--- config.mk ---
export PLATFORM = sky130hd
export DESIGN_NAME = rpsb_bank
export DESIGN_NICKNAME = d
export VERILOG_FILES = /design/src/rpsb_pkg.sv /design/src/rpsb_bank.sv
export SDC_FILE = /design/constraint.sdc
export NUM_CORES = 1
export LEC_CHECK = 0
export BUFFER_PORTS_ARGS = -buffer_cell sky130_fd_sc_hd__buf_2
export CAP_MARGIN = 5
export CORE_UTILIZATION = 40
export DETAILED_ROUTE_END_ITERATION = 8
export PLACE_DENSITY_LB_ADDON = 0.1
export SLEW_MARGIN = 40
export SYNTH_ARGS = -nofsm -noshare
export SYNTH_HDL_FRONTEND = slang
export SYNTH_SLANG_ARGS = --single-unit
--- constraint.sdc ---
create_clock -name clk_i -period 5.98 [get_ports clk_i]
set_input_delay 1.196 -clock clk_i [delete_from_list [all_inputs] [get_ports clk_i]]
set_output_delay 1.196 -clock clk_i [all_outputs]
set_load 0.02 [all_outputs]
--- src/rpsb_pkg.sv ---
// package of constants and types for the per-port status and return-path register bank
//
// How it works
// each access goes to the receive port chosen by the port-select register.
// camera error flags load from forward-channel status, never from host writes.
// flag bits 4..0 are ecc, checksum, start, sync, control; bits 7:5 zero.
// a 16-bit parity count restarts on valid lock or on low-byte read.
// reading the low byte also clears the high byte.
// reading the low byte clears the low byte.
// host should disable the parity checker before reading the count.
// a read-only 8-bit self-test error count is provided.
// bit 7 set forwards every local transaction to the serializer.
// bit 6 set forwards only transactions matching the remote address decode.
// bit 5 set makes the device acknowledge all writes itself.
// bit 4 set keeps return path on, else only with a pass-through bit.
// writes to bit 4 are accepted from the local master only.
// bit 3 enables return-path crc generation, reset value one.
// bits 2:0 select return-path rate; reset value from a power-up strap.
// both ends tolerate short return-path errors after a rate change.
// host should enable auto-acknowledge before remote rate changes.
// the parity and self-test counters saturate instead of wrapping.
package rpsb_pkg;
    // ************************************************************
    // register map
    // ************************************************************
    localparam logic [7:0] RPSB_ADDR_FLAGS = 8'h54;
    localparam logic [7:0] RPSB_ADDR_PAR_HI = 8'h55;
    localparam logic [7:0] RPSB_ADDR_PAR_LO = 8'h56;
    localparam logic [7:0] RPSB_ADDR_BIST = 8'h57;
    localparam logic [7:0] RPSB_ADDR_BCC = 8'h58;
    localparam int RPSB_PORTS = 4;
    localparam int RPSB_PSEL_W = 2;
    // ************************************************************
    // field layout and reset values
    // ************************************************************
    localparam int RPSB_BIT_PASS_ALL = 7;
    localparam int RPSB_BIT_PASS_DEC = 6;
    localparam int RPSB_BIT_AUTO_ACK = 5;
    localparam int RPSB_BIT_FORCED_ON = 4;
    localparam int RPSB_BIT_CRC_ON = 3;
    localparam logic [4:0] RPSB_FLAGS_RST = 5'h00;
    localparam logic [15:0] RPSB_PAR_RST = 16'h0000;
    localparam logic [15:0] RPSB_PAR_MAX = 16'hffff;
    localparam logic [7:0] RPSB_BIST_RST = 8'h00;
    localparam logic [7:0] RPSB_BIST_MAX = 8'hff;
    localparam logic [7:0] RPSB_BYTE_ZERO = 8'h00;
    localparam logic [2:0] RPSB_RATE_STRAP_CLR = 3'h0;
    // last strap-window count value, then writes are taken
    localparam logic [1:0] RPSB_STRAP_LAST = 2'h2;
    localparam int RPSB_RATE_MSB = 2;
    localparam logic [2:0] RPSB_FLAGS_PAD = 3'h0;
    // return-path rate codes
    localparam logic [2:0] RPSB_RATE_2M5 = 3'h0;
    localparam logic [2:0] RPSB_RATE_10M = 3'h2;
    localparam logic [2:0] RPSB_RATE_50M = 3'h6;

    // remote camera error flags, packed in register order
    typedef struct packed {
        logic remote_double_ecc_flag;
        logic remote_checksum_flag;
        logic remote_start_tx_flag;
        logic remote_sync_flag;
        logic remote_control_flag;
    } rpsb_flags_t;

    // return-path settings, packed in register order
    typedef struct packed {
        logic pass_all;
        logic pass_decode;
        logic auto_ack;
        logic return_path_forced_on;
        logic return_path_crc_on;
        logic [2:0] return_path_rate;
    } rpsb_bcc_t;

    localparam rpsb_bcc_t RPSB_BCC_RST_BASE = '{pass_all: 1'b0, pass_decode: 1'b0,
        auto_ack: 1'b0, return_path_forced_on: 1'b1, return_path_crc_on: 1'b1,
        return_path_rate: 3'h0};

    // host register access
    typedef struct packed {
        logic rd;
        logic wr;
        logic remote;
        logic [7:0] addr;
        logic [7:0] wdata;
    } rpsb_req_t;

    // per-port link events, same clock
    typedef struct packed {
        logic flags_valid;
        rpsb_flags_t flags;
        logic lock_valid;
        logic parity_err;
        logic bist_clear;
        logic bist_err;
    } rpsb_evt_t;
endpackage

--- src/rpsb_bank.sv ---
// per-receive-port status, error counters and return-path settings bank
`timescale 1ns/10ps
module rpsb_bank (
    // clock and reset
    input wire logic clk_i,
    input wire logic nrst_i,
    // strap pins for reset rate, asynchronous
    input wire logic [2:0] rate_strap_i,
    // host access
    input wire logic [rpsb_pkg::RPSB_PSEL_W-1:0] port_sel_i,
    input wire rpsb_pkg::rpsb_req_t req_i,
    output logic [7:0] rdata_o,
    output logic hit_o,
    // per-port link events
    input wire rpsb_pkg::rpsb_evt_t [rpsb_pkg::RPSB_PORTS-1:0] evt_i,
    // per-port controls
    output rpsb_pkg::rpsb_bcc_t [rpsb_pkg::RPSB_PORTS-1:0] bcc_o,
    output logic [rpsb_pkg::RPSB_PORTS-1:0] return_path_en_o,
    // per-port transaction forwarding decision
    input wire logic [rpsb_pkg::RPSB_PORTS-1:0] txn_start_i,
    input wire logic [rpsb_pkg::RPSB_PORTS-1:0] txn_addr_match_i,
    output logic [rpsb_pkg::RPSB_PORTS-1:0] txn_forward_o,
    output logic [rpsb_pkg::RPSB_PORTS-1:0] auto_ack_o
);
    import rpsb_pkg::*;

    // ************************************************************
    // strap capture
    // ************************************************************
    logic [2:0] strap_s1_q;
    logic [2:0] strap_s2_q;
    logic strap_done_q;

    // straps are pins, so two flops before use
    always_ff @(posedge clk_i) begin
        strap_s1_q <= rate_strap_i;
        strap_s2_q <= strap_s1_q;
    end

    // the first cycles after reset load the synchronised strap into every port
    logic [1:0] strap_cnt_q;
    always_ff @(posedge clk_i) begin
        if (!nrst_i) begin
            strap_cnt_q <= 2'h0;
            strap_done_q <= 1'b0;
        end else if (!strap_done_q) begin
            strap_cnt_q <= strap_cnt_q + 2'h1;
            strap_done_q <= (strap_cnt_q == RPSB_STRAP_LAST);
        end
    end

    // ************************************************************
    // register state
    // ************************************************************
    rpsb_flags_t flags_q [RPSB_PORTS];
    logic [15:0] par_q [RPSB_PORTS];
    logic [7:0] bist_q [RPSB_PORTS];
    rpsb_bcc_t bcc_q [RPSB_PORTS];

    logic rd_lo [RPSB_PORTS];
    logic wr_bcc [RPSB_PORTS];

    // decode: only the selected port sees the access
    always_comb begin
        for (int p = 0; p < RPSB_PORTS; p++) begin
            rd_lo[p] = req_i.rd && (port_sel_i == RPSB_PSEL_W'(p))
                && (req_i.addr == RPSB_ADDR_PAR_LO);
            wr_bcc[p] = req_i.wr && (port_sel_i == RPSB_PSEL_W'(p))
                && (req_i.addr == RPSB_ADDR_BCC);
        end
    end

    // flags follow the forward channel; host writes to 0x54 are ignored
    always_ff @(posedge clk_i) begin
        for (int p = 0; p < RPSB_PORTS; p++) begin
            if (!nrst_i) begin
                flags_q[p] <= rpsb_flags_t'(RPSB_FLAGS_RST);
            end else if (evt_i[p].flags_valid) begin
                flags_q[p] <= evt_i[p].flags;
            end
        end
    end

    // parity count: lock restarts, low read clears both bytes.
    // an error in the clearing cycle counts as one so it is not lost.
    always_ff @(posedge clk_i) begin
        for (int p = 0; p < RPSB_PORTS; p++) begin
            if (!nrst_i) begin
                par_q[p] <= RPSB_PAR_RST;
            end else if (evt_i[p].lock_valid || rd_lo[p]) begin
                par_q[p] <= {15'h0000, evt_i[p].parity_err}; // see R4 see R5
            end else if (evt_i[p].parity_err && par_q[p] != RPSB_PAR_MAX) begin
                par_q[p] <= par_q[p] + 16'h0001;
            end
        end
    end

    // self-test error count, restarted by the self-test logic
    always_ff @(posedge clk_i) begin
        for (int p = 0; p < RPSB_PORTS; p++) begin
            if (!nrst_i || evt_i[p].bist_clear) begin
                bist_q[p] <= RPSB_BIST_RST;
            end else if (evt_i[p].bist_err && bist_q[p] != RPSB_BIST_MAX) begin
                bist_q[p] <= bist_q[p] + 8'h01; // see R8
            end
        end
    end

    // return-path settings; the forced-on bit ignores remote writes.
    // a rate change glitches traffic briefly, the link logic tolerates it
    always_ff @(posedge clk_i) begin
        for (int p = 0; p < RPSB_PORTS; p++) begin
            if (!nrst_i) begin
                bcc_q[p] <= RPSB_BCC_RST_BASE;
            end else if (!strap_done_q) begin
                bcc_q[p].return_path_rate <= strap_s2_q;
            end else if (wr_bcc[p]) begin
                bcc_q[p].pass_all <= req_i.wdata[RPSB_BIT_PASS_ALL];
                bcc_q[p].pass_decode <= req_i.wdata[RPSB_BIT_PASS_DEC];
                bcc_q[p].auto_ack <= req_i.wdata[RPSB_BIT_AUTO_ACK];
                bcc_q[p].return_path_crc_on <= req_i.wdata[RPSB_BIT_CRC_ON];
                bcc_q[p].return_path_rate <= req_i.wdata[RPSB_RATE_MSB:0]; // see R15
                if (!req_i.remote) begin
                    bcc_q[p].return_path_forced_on <= req_i.wdata[RPSB_BIT_FORCED_ON];
                end
            end
        end
    end

    // ************************************************************
    // outputs
    // ************************************************************
    always_comb begin
        for (int p = 0; p < RPSB_PORTS; p++) begin
            bcc_o[p] = bcc_q[p];
            return_path_en_o[p] = bcc_q[p].return_path_forced_on
                || bcc_q[p].pass_all || bcc_q[p].pass_decode;
            txn_forward_o[p] = txn_start_i[p] && (bcc_q[p].pass_all
                || (bcc_q[p].pass_decode && txn_addr_match_i[p]));
            auto_ack_o[p] = bcc_q[p].auto_ack; // see R11
        end
    end

    // read data registered: valid the cycle after rd
    always_ff @(posedge clk_i) begin
        if (!nrst_i) begin
            rdata_o <= RPSB_BYTE_ZERO;
            hit_o <= 1'b0;
        end else if (req_i.rd) begin
            hit_o <= 1'b1;
            unique case (req_i.addr)
                RPSB_ADDR_FLAGS: rdata_o <= {RPSB_FLAGS_PAD, flags_q[port_sel_i]};
                RPSB_ADDR_PAR_HI: rdata_o <= par_q[port_sel_i][15:8];
                RPSB_ADDR_PAR_LO: rdata_o <= par_q[port_sel_i][7:0];
                RPSB_ADDR_BIST: rdata_o <= bist_q[port_sel_i];
                RPSB_ADDR_BCC: rdata_o <= bcc_q[port_sel_i];
                default: begin
                    rdata_o <= RPSB_BYTE_ZERO;
                    hit_o <= 1'b0;
                end
            endcase
        end else begin
            hit_o <= 1'b0;
        end
    end

    // ************************************************************
    // assertions
    // ************************************************************
    property p_lo_clear;
        @(posedge clk_i) disable iff (!nrst_i)
        (rd_lo[0] && !evt_i[0].parity_err) |=> (par_q[0] == RPSB_PAR_RST);
    endproperty
    a_lo_clear: assert property (p_lo_clear) else $error("low read did not clear count");

    property p_count_up;
        @(posedge clk_i) disable iff (!nrst_i)
        (evt_i[0].parity_err && !rd_lo[0] && !evt_i[0].lock_valid && par_q[0] != RPSB_PAR_MAX)
        |=> (par_q[0] == $past(par_q[0]) + 16'h0001);
    endproperty
    a_count_up: assert property (p_count_up) else $error("count not incremented");

    property p_sat;
        @(posedge clk_i) disable iff (!nrst_i)
        (par_q[1] == RPSB_PAR_MAX && !rd_lo[1] && !evt_i[1].lock_valid)
        |=> (par_q[1] == RPSB_PAR_MAX);
    endproperty
    a_sat: assert property (p_sat) else $error("parity count wrapped");

    property p_remote_keep;
        @(posedge clk_i) disable iff (!nrst_i)
        (wr_bcc[1] && req_i.remote && strap_done_q) |=> $stable(bcc_q[1].return_path_forced_on);
    endproperty
    a_remote_keep: assert property (p_remote_keep) else $error("remote set forced-on");

    property p_en;
        @(posedge clk_i) disable iff (!nrst_i)
        (!bcc_q[2].return_path_forced_on && !bcc_q[2].pass_all && !bcc_q[2].pass_decode)
        |-> !return_path_en_o[2];
    endproperty
    a_en: assert property (p_en) else $error("return path on without cause");

    property p_fwd;
        @(posedge clk_i) disable iff (!nrst_i)
        (txn_start_i[2] && !txn_addr_match_i[2] && !bcc_q[2].pass_all) |-> !txn_forward_o[2];
    endproperty
    a_fwd: assert property (p_fwd) else $error("unmatched transaction forwarded");

    property p_flags;
        @(posedge clk_i) disable iff (!nrst_i)
        evt_i[3].flags_valid |=> (flags_q[3] == $past(evt_i[3].flags));
    endproperty
    a_flags: assert property (p_flags) else $error("flags not loaded");

    property p_sel;
        @(posedge clk_i) disable iff (!nrst_i)
        (wr_bcc[2] && strap_done_q) |=> $stable(bcc_q[0]);
    endproperty
    a_sel: assert property (p_sel) else $error("unselected port written");

    property p_reserved;
        @(posedge clk_i) disable iff (!nrst_i)
        (req_i.rd && req_i.addr == RPSB_ADDR_FLAGS) |=> (rdata_o[7:5] == 3'h0);
    endproperty
    a_reserved: assert property (p_reserved) else $error("reserved flag bits set");

    // ************************************************************
    // reset, settings, forwarding and counter checks
    // ************************************************************
    // reset is synchronous, so these two run without disable iff
    property p_rst_bcc;
        @(posedge clk_i)
        !nrst_i |=> (bcc_q[0] == RPSB_BCC_RST_BASE);
    endproperty
    a_rst_bcc: assert property (p_rst_bcc) else $error("settings not reset");

    property p_rst_out;
        @(posedge clk_i)
        !nrst_i |=> (rdata_o == RPSB_BYTE_ZERO && !hit_o && par_q[1] == RPSB_PAR_RST);
    endproperty
    a_rst_out: assert property (p_rst_out) else $error("outputs not reset");

    // the strap is taken again after every reset, not only at power-up
    property p_strap;
        @(posedge clk_i) disable iff (!nrst_i)
        !strap_done_q |=> (bcc_q[0].return_path_rate == $past(strap_s2_q));
    endproperty
    a_strap: assert property (p_strap) else $error("rate not from strap");

    // a local write lands whole, forced-on bit included
    property p_local_wr;
        @(posedge clk_i) disable iff (!nrst_i)
        (wr_bcc[1] && !req_i.remote && strap_done_q) |=> (bcc_q[1] == $past(req_i.wdata));
    endproperty
    a_local_wr: assert property (p_local_wr) else $error("local write lost");

    property p_rate_wr;
        @(posedge clk_i) disable iff (!nrst_i)
        (wr_bcc[2] && strap_done_q)
        |=> (bcc_o[2].return_path_rate == $past(req_i.wdata[RPSB_RATE_MSB:0]));
    endproperty
    a_rate_wr: assert property (p_rate_wr) else $error("rate not written");

    // a remote write still reaches every field except forced-on
    property p_remote_wr;
        @(posedge clk_i) disable iff (!nrst_i)
        (wr_bcc[1] && req_i.remote && strap_done_q)
        |=> (auto_ack_o[1] == $past(req_i.wdata[RPSB_BIT_AUTO_ACK]));
    endproperty
    a_remote_wr: assert property (p_remote_wr) else $error("remote write lost");

    property p_auto_ack;
        @(posedge clk_i) disable iff (!nrst_i)
        (wr_bcc[2] && strap_done_q)
        |=> (auto_ack_o[2] == $past(req_i.wdata[RPSB_BIT_AUTO_ACK]));
    endproperty
    a_auto_ack: assert property (p_auto_ack) else $error("auto-ack not written");

    property p_crc;
        @(posedge clk_i) disable iff (!nrst_i)
        (wr_bcc[2] && strap_done_q)
        |=> (bcc_o[2].return_path_crc_on == $past(req_i.wdata[RPSB_BIT_CRC_ON]));
    endproperty
    a_crc: assert property (p_crc) else $error("crc enable not written");

    // forwarding is gated per transaction start, never free-running
    property p_pass_all;
        @(posedge clk_i) disable iff (!nrst_i)
        (txn_start_i[2] && bcc_q[2].pass_all) |-> txn_forward_o[2];
    endproperty
    a_pass_all: assert property (p_pass_all) else $error("pass-all not forwarded");

    property p_idle_fwd;
        @(posedge clk_i) disable iff (!nrst_i)
        !txn_start_i[2] |-> !txn_forward_o[2];
    endproperty
    a_idle_fwd: assert property (p_idle_fwd) else $error("forward with no start");

    property p_dec_fwd;
        @(posedge clk_i) disable iff (!nrst_i)
        (txn_start_i[2] && txn_addr_match_i[2] && bcc_q[2].pass_decode)
        |-> txn_forward_o[2];
    endproperty
    a_dec_fwd: assert property (p_dec_fwd) else $error("match not forwarded");

    property p_en_on;
        @(posedge clk_i) disable iff (!nrst_i)
        (bcc_q[2].return_path_forced_on || bcc_q[2].pass_all) |-> return_path_en_o[2];
    endproperty
    a_en_on: assert property (p_en_on) else $error("return path off");

    // a read of either byte shows the count as it stood before any clear
    property p_lock;
        @(posedge clk_i) disable iff (!nrst_i)
        (evt_i[0].lock_valid && !evt_i[0].parity_err) |=> (par_q[0] == RPSB_PAR_RST);
    endproperty
    a_lock: assert property (p_lock) else $error("lock did not restart");

    property p_lo_data;
        @(posedge clk_i) disable iff (!nrst_i)
        rd_lo[0] |=> (rdata_o == $past(par_q[0][7:0]));
    endproperty
    a_lo_data: assert property (p_lo_data) else $error("low byte wrong");

    property p_hi_data;
        @(posedge clk_i) disable iff (!nrst_i)
        (req_i.rd && port_sel_i == 2'h0 && req_i.addr == RPSB_ADDR_PAR_HI)
        |=> (rdata_o == $past(par_q[0][15:8]));
    endproperty
    a_hi_data: assert property (p_hi_data) else $error("high byte wrong");

    // the self-test count saturates so a long run never reads back small
    property p_bist_up;
        @(posedge clk_i) disable iff (!nrst_i)
        (evt_i[3].bist_err && !evt_i[3].bist_clear && bist_q[3] != RPSB_BIST_MAX)
        |=> (bist_q[3] == $past(bist_q[3]) + 8'h01);
    endproperty
    a_bist_up: assert property (p_bist_up) else $error("bist not counted");

    property p_bist_sat;
        @(posedge clk_i) disable iff (!nrst_i)
        (bist_q[3] == RPSB_BIST_MAX && !evt_i[3].bist_clear) |=> (bist_q[3] == RPSB_BIST_MAX);
    endproperty
    a_bist_sat: assert property (p_bist_sat) else $error("bist count wrapped");

    property p_bist_clr;
        @(posedge clk_i) disable iff (!nrst_i)
        evt_i[3].bist_clear |=> (bist_q[3] == RPSB_BIST_RST);
    endproperty
    a_bist_clr: assert property (p_bist_clr) else $error("bist not cleared");

    property p_hit;
        @(posedge clk_i) disable iff (!nrst_i)
        (req_i.rd && req_i.addr >= RPSB_ADDR_FLAGS && req_i.addr <= RPSB_ADDR_BCC)
        |=> hit_o;
    endproperty
    a_hit: assert property (p_hit) else $error("mapped read not hit");

    c_lo_read: cover property (@(posedge clk_i) rd_lo[0] && par_q[0] != RPSB_PAR_RST);
    c_sat: cover property (@(posedge clk_i) par_q[1] == RPSB_PAR_MAX);
    c_remote_wr: cover property (@(posedge clk_i) wr_bcc[1] && req_i.remote);
    c_fwd: cover property (@(posedge clk_i) txn_forward_o[2]);
    c_bist_sat: cover property (@(posedge clk_i) bist_q[3] == RPSB_BIST_MAX);
endmodule

==> flow_summary.yaml, run 1 <==
timing:
  relSlewSlack_pct: 47.7
  fin_crit_ns: 3.20
  clock_skew_ns: 0.0122
  rsz0062_at_grt: "false"
  tns_ns: 0
  fin_ws_ns: 2.78
  hold_viol_final: 0
  maxSlewViolCount: 0
  setup_viol: 0
  min_period_over_period_pct: 53.6
  worst_pin_slew_ns: 0.783
  fmax_mhz: 312
global_route:
  grt_pass1_vias: 6293
  grt_max_degree: 43
  track_usage_pct: 21.1
  antenna_found_initial: 3
  grt_pass1_wl_um: 37300
  overflow: 0
synth:
  async_flop_share_pct: 0
  seq_area_frac_synth_pct: 52.4
  ys_seq_elements: 166
  syn_area_um2: 9170
  ys.flop_type: "edfxtp_1"
  avgSynthCellArea_um2: 11.1
  synth_cell_type_count: 57
  synthTopCellsByCount: "edfxtp_1, nor2_1, nand2_1"
  ys_warn_count: 0
  synth_top_cell_area_share_pct: 48.5
  synthCells: 827
  synth_fp_nets: 910
  yosysMostFrequentCell: "edfxtp_1"
  synth_edf_count: 148
  yosysTopAreaCell: "edfxtp_1"
  synth_area_leaders: "edfxtp_1, xor2_1, mux2i_1"
setup_path:
  worst-path-buf-inv: 1
  path_class: "in -> reg"
  slowest_delay_ns: 0.63
  crit_path_max_fanout: 16
  cp_common_cell: "nor4b_2"
  crit_start: "req_i[9]"
  worstRegToRegCells: 6
  worst-endpoint-arrival_ns: 3.35
  rr_endpoint: "par_q[3][13]"
  crit_family: "simple AND/OR/NAND/NOR gates"
  crit_chain: "buf_2, nor4b_2, and2_1, nand3_1, nor4b_2, nand2_1"
  cp_slowest_cell: "nor4b_2"
  worstPathRequired_ns: 6.13
  r2r-start: "par_q[3][0]"
  r2r_setup_slack_ns: 3.36
  endpoint_kind: "register"
  worstSetupStartpointType: "input pin"
finish:
  nets: 1017
  multiInputGateArea_um2: 4100
  drive_gt1_share_pct: 21.3
  syn_to_final_growth_pct: 15.7
  register_area_um2: 4800
  fillers: 2141
power:
  p_leak_nw: 4.12
  p_per_area_nw_per_um2: 272
  p_total_mw: 2.89
  vdd_drop_max_mv: 0.166
clocking:
  cts_resized: 0
  path_clk_slew_ns: 0.08
  root_buffer: "clkbuf_16"
  cts_buffer_depth: 2
  cts_made_buffers: 17
  ctsHoldBuffers: 0
  clkLatencyLatePin_ns: 0.44
  cts_setup_buffers: 0
  cts_tree: "yes"
  cts_sinks: 166
  htreeDepth: 4
placement:
  gp_congestion: 0.840
  dp_slack_ns: 2.34
  io_buffers: 126
  dpl.hpwl_um: 18100
floorplan:
  placement_rows: 55
  fp.dieArea_um2: 23500
  initial_core_util_pct: 40.6
  die_w_um: 153
  core_area_um2: 22600
  die_y_um: 153
  ios: 127
flow_run:
  drv_cap: 0
min_path:
  hold_depth: 0
  hold_path_end: "strap_s2_q[0]"
  hp-class: "reg -> reg"
  hp-start: "strap_s1_q[0]"
route:
  drt-initial-drc-count: 545
  detail_route.wl_per_cell_um: 19.3
  ant_nets: 0
  route.detailed.vias_per_inst: 5.31
  first_pass_iters: 8
  num_vias: 6547
  wirelength_um: 23800
  drc: 0
status:
  outcome: "completed"
[worst max-delay path by stage]
stage / endpoint / slack [ns] / cells after the start
5_1_grt: par_q[2][13] / 2.60 / 7
2_1_floorplan: bcc_q[0][3] / 2.92 / 7
6_report: bcc_q[2][4] / 2.78 / 6
3_3_place_gp: bcc_q[2][4] / 2.35 / 6
3_5_place_dp: bcc_q[2][4] / 2.34 / 6
4_1_cts: bcc_q[2][4] / 2.80 / 6
[metal layers]
layer | wire (um) | vias to the layer above | part of all wire (%) | global-route usage [%]
met5 | 26 | - | 0.11 | 0
met4 | 346 | 4 | 1.5 | 5.90
met3 | 1120 | 23 | 4.7 | 4.08
met2 | 11000 | 158 | 46 | 32.6
met1 | 11300 | 3122 | 47 | 30.1
li1 | - | 3240 | - | -
[sequential cells by signal (all words and copies together), names as in the netlist]
| signal | flops |
|---|---|
| bcc_q | 32 |
| par_q | 64 |
| hit_o | 1 |
| strap_s2_q | 3 |
| strap_s1_q | 3 |
| strap_cnt_q | 2 |
| strap_done_q | 1 |
| bist_q | 32 |
| rdata_o | 8 |
| flags_q | 20 |
[through the flow]
step | cell area (um^2) | util, % | hold WS, ns | cells
after floorplan | 9170 | - | 0.310 | 827
after global placement | 9960 | 44.1 | 0.310 | 1200
after detailed placement | 9980 | 44.2 | 0.313 | 1200
after CTS | 10600 | 47.0 | 0.332 | 1232
after global routing | 10600 | 47.0 | 0.337 | 1233
final | 10600 | 47.0 | 0.331 | 1233
[layout by cell type (no fill, tap or decap), drive strengths merged, types with 12 or more instances in the layout]
master and count:
o21ai 23, buf 130, nor2b 12, clkbuf 18
mux4 17, inv 23, a21oi 23, nand2 76
mux2i 40, nor2 104, and3 45, dfxtp 18
xnor2 31, and2 21, xor2 47, nand2b 12
edfxtp 148, nand3 42
[cell type report]
| class | instances | area share (%) |
|---|---|---|
| Antenna cell | 1 | 0.0236 |
| Tap cell | 285 | 3.36 |
| Timing Repair Buffer | 130 | 6.28 |
| Sequential cell | 166 | 45.3 |
| Clock buffer | 18 | 4.25 |
| Clock inverter | 14 | 1.63 |
| Inverter | 14 | 0.495 |
| Multi-Input combinational cell | 605 | 38.7 |
[cell families (layout without fill, tap and decap cells)]
group / Yosys count / after routing / share of synthesized area, %
compound gates: 95 / 95 / 6.99
xor+xnor: 78 / 78 / 7.45
fa+ha+maj: 9 / 9 / 1.23
buf+inv: 56 / 176 / 2.98
flops: 166 / 166 / 52.4
mux: 60 / 60 / 8.91
other cells: 0 / 1 / 0
simple gates: 363 / 363 / 20.0
[report_power, final]
group          total (mW)  switching, mW  internal (mW)  leakage [nW]
Combinational       0.318          0.187          0.131          2.02
Clock                1.14          0.544          0.594         0.305
Sequential           1.43         0.0795           1.35          1.79
Note: power is estimated with default switching activity, not from simulation.
==> inputs of run 2 (changes only) <==
==> constraint.sdc (replaced) <==
create_clock -name clk_i -period 3.1 [get_ports clk_i]
set_input_delay 0.62 -clock clk_i [delete_from_list [all_inputs] [get_ports clk_i]]
set_output_delay 0.62 -clock clk_i [all_outputs]
set_load 0.02 [all_outputs]
==> run 2 against run 1 <==
  * Sequential power rose by 92%
  * Utilization rose by 0.37 points
  * Wire length fell by 0.29%
  * Non-clock buffer count rose by 20
  * Critical path depth did not move
  * Flip-flop and latch count did not move
  * Cell count rose by 1.7%
  * Worst setup slack got worse by 1.9 ns
  * Hold slack got worse by 0.053 ns
  * Sequential share of layout area fell by 0.36 points
  * First-iteration DRC count fell by 22%
  * Critical path type is now reg -> reg
  * Critical endpoint is now par_q[1][5]
  * Largest power group unchanged
==> flow_summary.yaml, run 2 (synthesized netlist as in run 1, its figures left out) <==
status:
  outcome: "completed"
setup_path:
  crit_cells: 6
  worstRegToRegCells: 6
  crit_chain: "ha_1, and3_1, nand4_1, nor3_1, o211ai_1, buf_4"
  r2r_setup_slack_ns: 0.83
  worst-endpoint-arrival_ns: 2.40
  cp_slowest_cell: "edfxtp_1"
  crit_family: "flip-flops"
  rr_endpoint: "par_q[1][5]"
  worstSetupStartpointType: "register"
  worstPathRequired_ns: 3.23
  r2r-start: "par_q[1][0]"
  worst-path-buf-inv: 1
  slowest_delay_ns: 0.48
  endpoint_kind: "register"
  path_class: "reg -> reg"
  crit_path_max_fanout: 12
global_route:
  use_met3_pct: 4.96
  track_usage_pct: 21.0
  antenna_found_initial: 4
  grt_pass1_vias: 6379
  grt_max_degree: 39
  grt_pass1_wl_um: 37300
  overflow: 0
  busiest_layer: "met2"
  use_met2_pct: 34.2
  grt_use_met1_pct: 28.9
timing:
  setup_viol: 0
  fin_ws_ns: 0.832
  clock_skew_ns: 0.0110
  tns_ns: 0
  fmax_mhz: 441
  relSlewSlack_pct: 52.9
  min_period_over_period_pct: 73.2
  fin_crit_ns: 2.27
  rsz0062_at_grt: "false"
  worst_pin_slew_ns: 0.705
  maxSlewViolCount: 0
  hold_viol_final: 0
route:
  drt-initial-drc-count: 427
  drc: 0
  first_pass_iters: 5
  wirelength_um: 23700
  num_vias: 6680
  route.detailed.vias_per_inst: 5.33
  detail_route.wl_per_cell_um: 18.9
  ant_nets: 0
floorplan:
  die_y_um: 153
  placement_rows: 55
  fp.dieArea_um2: 23500
  die_w_um: 153
  ios: 127
  initial_core_util_pct: 40.6
  core_area_um2: 22600
clocking:
  cts_tree: "yes"
  cts_buffer_depth: 2
  cts_resized: 0
  htreeDepth: 4
  root_buffer: "clkbuf_16"
  ctsHoldBuffers: 0
  cts_made_buffers: 17
  cts_setup_buffers: 0
  path_clk_slew_ns: 0.07
  cts_sinks: 166
  clkLatencyLatePin_ns: 0.44
min_path:
  hold_path_end: "strap_s1_q[1]"
  hold_depth: 1
  hp-start: "rate_strap_i[1]"
  hp-class: "in -> reg"
power:
  clockPowerShare_pct: 38.1
  switching_share_pct: 27.5
  p_int_mw: 3.96
  power.switching_mw: 1.50
  seqPwrFrac_pct: 50.4
  p_leak_nw: 4.20
  p_per_area_nw_per_um2: 511
  comb_power_share_pct: 11.5
  vdd_drop_max_mv: 0.354
finish:
  registers.top_by_ff_count: "par_q"
  final_common_cell: "edfxtp_1"
  largest_reg_flops: 64
  fillers: 2136
  register_area_um2: 4800
  layout_common_cells: "edfxtp_1, buf_2, nor2_1"
  nets: 1037
  drive_gt1_share_pct: 22.6
  final_cell_area_um2: 10700
  reg_top3: "par_q (64), bcc_q (32), bist_q (32)"
  multiInputGateArea_um2: 4090
  syn_to_final_growth_pct: 16.7
flow_run:
  drv_cap: 0
placement:
  io_buffers: 126
  dp_slack_ns: 0.444
  gp_congestion: 0.896
  dpl.hpwl_um: 18300
  placedInstanceArea_um2: 10100
[run 2: changes by cell type in the layout (fill, tap and decap cells not counted), sizes merged]
cell    previous run  this run
buf              130       150
clkinv             5         3
diode              1         2
inv               23        25
[run 2: layout make-up]
cell class	instances	share of cell area (%)
flip-flops and latches	166	44.9
multi-input cells	605	38.2
repair buffers	150	7.61
clock buffers	18	4.11
well taps	285	3.34
clock inverters	14	1.24
inverters	14	0.492
diodes	2	0.0468
[run 2: per-layer routing]
| metal | part of all wire, % | vias to the layer above | routed length, um |
|---|---|---|---|
| li1 | - | 3275 | - |
| met1 | 46 | 3227 | 11000 |
| met2 | 48 | 153 | 11300 |
| met3 | 5.1 | 19 | 1210 |
| met4 | 0.64 | 6 | 152 |
| met5 | 0.15 | - | 36 |
[run 2: worst max-delay path by stage]
stage                start           end  slack, ns
2_1_floorplan     req_i[8]   bcc_q[0][3]       0.61
3_3_place_gp      req_i[9]   bcc_q[1][6]       0.48
3_5_place_dp      req_i[9]   bcc_q[1][7]       0.44
4_1_cts        par_q[1][0]   par_q[1][7]       0.78
5_1_grt        par_q[1][0]  par_q[1][11]       0.62
6_report       par_q[1][0]   par_q[1][5]       0.83
[run 2: power by group through the flow]
stage	clock [mW]	sequential, mW	combinational (mW)
3_5_place_dp	0	2.80	0.630
6_report	2.08	2.75	0.630
4_1_cts	2.11	2.75	0.634
3_3_place_gp	0	2.80	0.627
2_1_floorplan	0	2.80	0.361
5_1_grt	2.21	2.77	0.697
[run 2: per-stage QoR]
step / hold WS, ns / cells / total power [mW] / util, %
6_report: 0.278 / 1254 / 5.46 / 47.4
5_1_grt: 0.259 / 1253 / 5.68 / 47.4
4_1_cts: 0.266 / 1252 / 5.50 / 47.3
3_5_place_dp: 0.315 / 1220 / 3.43 / 44.8
3_3_place_gp: 0.312 / 1220 / 3.43 / 44.8
2_1_floorplan: 0.310 / 827 / 3.16 / -
==> inputs of run 3 (changes only) <==
==> constraint.sdc (replaced) <==
create_clock -name clk_i -period 2.1 [get_ports clk_i]
set_input_delay 0.42 -clock clk_i [delete_from_list [all_inputs] [get_ports clk_i]]
set_output_delay 0.42 -clock clk_i [all_outputs]
set_load 0.02 [all_outputs]
==> run 3 against run 2 <==
  * Cell count grew 4.1%
  * Global-route usage fell by 0.18 points
  * Hold slack got worse by 0.20 ns
  * First-iteration DRC count is 17% lower
  * Critical path depth is the same
  * Clock power grew 53%
  * Register-to-register slack worse by 0.72 ns
  * Cell area is 5.4% higher
  * Largest cell class unchanged
  * Largest power group unchanged
==> flow_summary.yaml, run 3 (synthesized netlist as in run 1, its figures left out) <==
min_path:
  hold_depth: 1
  hp-class: "in -> reg"
finish:
  nets: 1090
  registers.top_by_ff_count: "par_q"
  largest_reg_flops: 64
  final_common_cell: "edfxtp_1"
  register_area_um2: 4800
  reg_top3: "par_q (64), bcc_q (32), bist_q (32)"
  drive_gt1_share_pct: 27.8
  multiInputGateArea_um2: 4170
  final_cells: 1306
  fillers: 2058
  layout_common_cells: "edfxtp_1, buf_2, nor2_1"
  syn_to_final_growth_pct: 23.0
route:
  num_vias: 6852
  detail_route.wl_per_cell_um: 18.3
  ant_nets: 0
  wirelength_um: 24000
  drc: 0
  first_pass_iters: 4
  drt-initial-drc-count: 354
  route.detailed.vias_per_inst: 5.25
power:
  seqPwrFrac_pct: 48.6
  clockPowerShare_pct: 38.5
  power.switching_mw: 2.20
  p_per_area_nw_per_um2: 735
  p_int_mw: 6.08
  switching_share_pct: 26.6
  p_leak_nw: 4.50
  comb_power_share_pct: 12.9
  p_total_mw: 8.29
  vdd_drop_max_mv: 0.421
timing:
  fin_crit_ns: 1.99
  relSlewSlack_pct: 51.9
  fmax_mhz: 503
  setup_viol: 0
  hold_viol_final: 0
  worst_pin_slew_ns: 0.720
  fin_ws_ns: 0.114
  clock_skew_ns: 0.0117
  timing.hold.ws_ns: 0.0764
  maxSlewViolCount: 0
  min_period_over_period_pct: 94.6
  tns_ns: 0
  rsz0062_at_grt: "false"
clocking:
  root_buffer: "clkbuf_16"
  cts_made_buffers: 17
  clkLatencyLatePin_ns: 0.44
  cts_buffer_depth: 2
  cts_sinks: 166
  path_clk_slew_ns: 0.07
  htreeDepth: 4
  cts_tree: "yes"
  ctsHoldBuffers: 0
placement:
  dpl.hpwl_um: 18500
  gp_congestion: 0.877
  io_buffers: 126
  dpl.cell_count: 1272
  dp_slack_ns: 0.0210
floorplan:
  placement_rows: 55
  die_w_um: 153
  ios: 127
  die_y_um: 153
  initial_core_util_pct: 40.6
  core_area_um2: 22600
  fp.dieArea_um2: 23500
setup_path:
  worstPathRequired_ns: 2.39
  worstRegToRegCells: 6
  worstSetupStartpointType: "register"
  path_class: "reg -> reg"
  endpoint_kind: "register"
  crit_path_max_fanout: 8
  worst-endpoint-arrival_ns: 2.27
global_route:
  grt_pass1_vias: 6495
  grt_pass1_wl_um: 37100
  track_usage_pct: 20.9
  antenna_found_initial: 4
  overflow: 0
  grt_max_degree: 63
status:
  outcome: "completed"
flow_run:
  drv_cap: 0
## run 3: changes by cell type in the layout (fill, tap and decap cells not counted), moves of 3 or more
cell       delta
buf_4        +47
buf_12        +6
o21ai_0       -6
and3_1        -4
and3_4        +4
clkbuf_16     +3
inv_8         -3
o21ai_1       +3
o21ai_2       +3
## run 3: metrics by stage
stage,cell area [um^2],util [%]
2_1_floorplan,9250,-
3_3_place_gp,10700,47.2
3_5_place_dp,10700,47.2
4_1_cts,11300,49.9
5_1_grt,11300,49.9
6_report,11300,49.9
## run 3: area by class of cell
cell class / instances / share of cell area, %
inverters: 14 / 0.466
clock inverters: 11 / 0.866
multi-input cells: 605 / 37.0
flip-flops and latches: 166 / 42.6
clock buffers: 21 / 4.47
diodes: 1 / 0.0222
repair buffers: 203 / 11.4
well taps: 285 / 3.16
## run 3: power groups by stage
stage,Clock [mW],Combinational [mW],Sequential (mW)
2_1_floorplan,0,0.545,4.14
3_3_place_gp,0,1.07,4.10
3_5_place_dp,0,1.07,4.10
4_1_cts,3.24,1.07,4.03
5_1_grt,3.36,1.16,4.06
6_report,3.19,1.07,4.02
## run 3: path summary, 6_finish.rpt
check / from / end / slack, ns
min: rate_strap_i[0] / strap_s1_q[0] / 0.08
max: bist_q[0][1] / bist_q[0][5] / 0.11
max reg2reg: bist_q[0][1] / bist_q[0][5] / 0.11
min reg2reg: strap_s1_q[0] / strap_s2_q[0] / 0.33
## run 3: repair_timing
action	4_1_cts	5_1_grt
endpoints found under the setup margin	0	8
gates resized for setup	0	2
setup buffers	0	1
## run 3: routing by layer
metal  vias up  global-route usage (%)  share of wire [%]
met5         -                       0              0.054
met4         2                    6.43                1.6
met1      3272                    28.9                 47
met2       166                    32.8                 46
met3        25                    4.34                5.1
li1       3387                       -                  -
## run 3: critical path, stage by stage (launching register included)
cell      delay (ns)
edfxtp_1        0.43
ha_1            0.23
and3_1          0.21
nand3_1         0.14
o21ai_0         0.12
or3b_2          0.57
nor2b_1         0.15
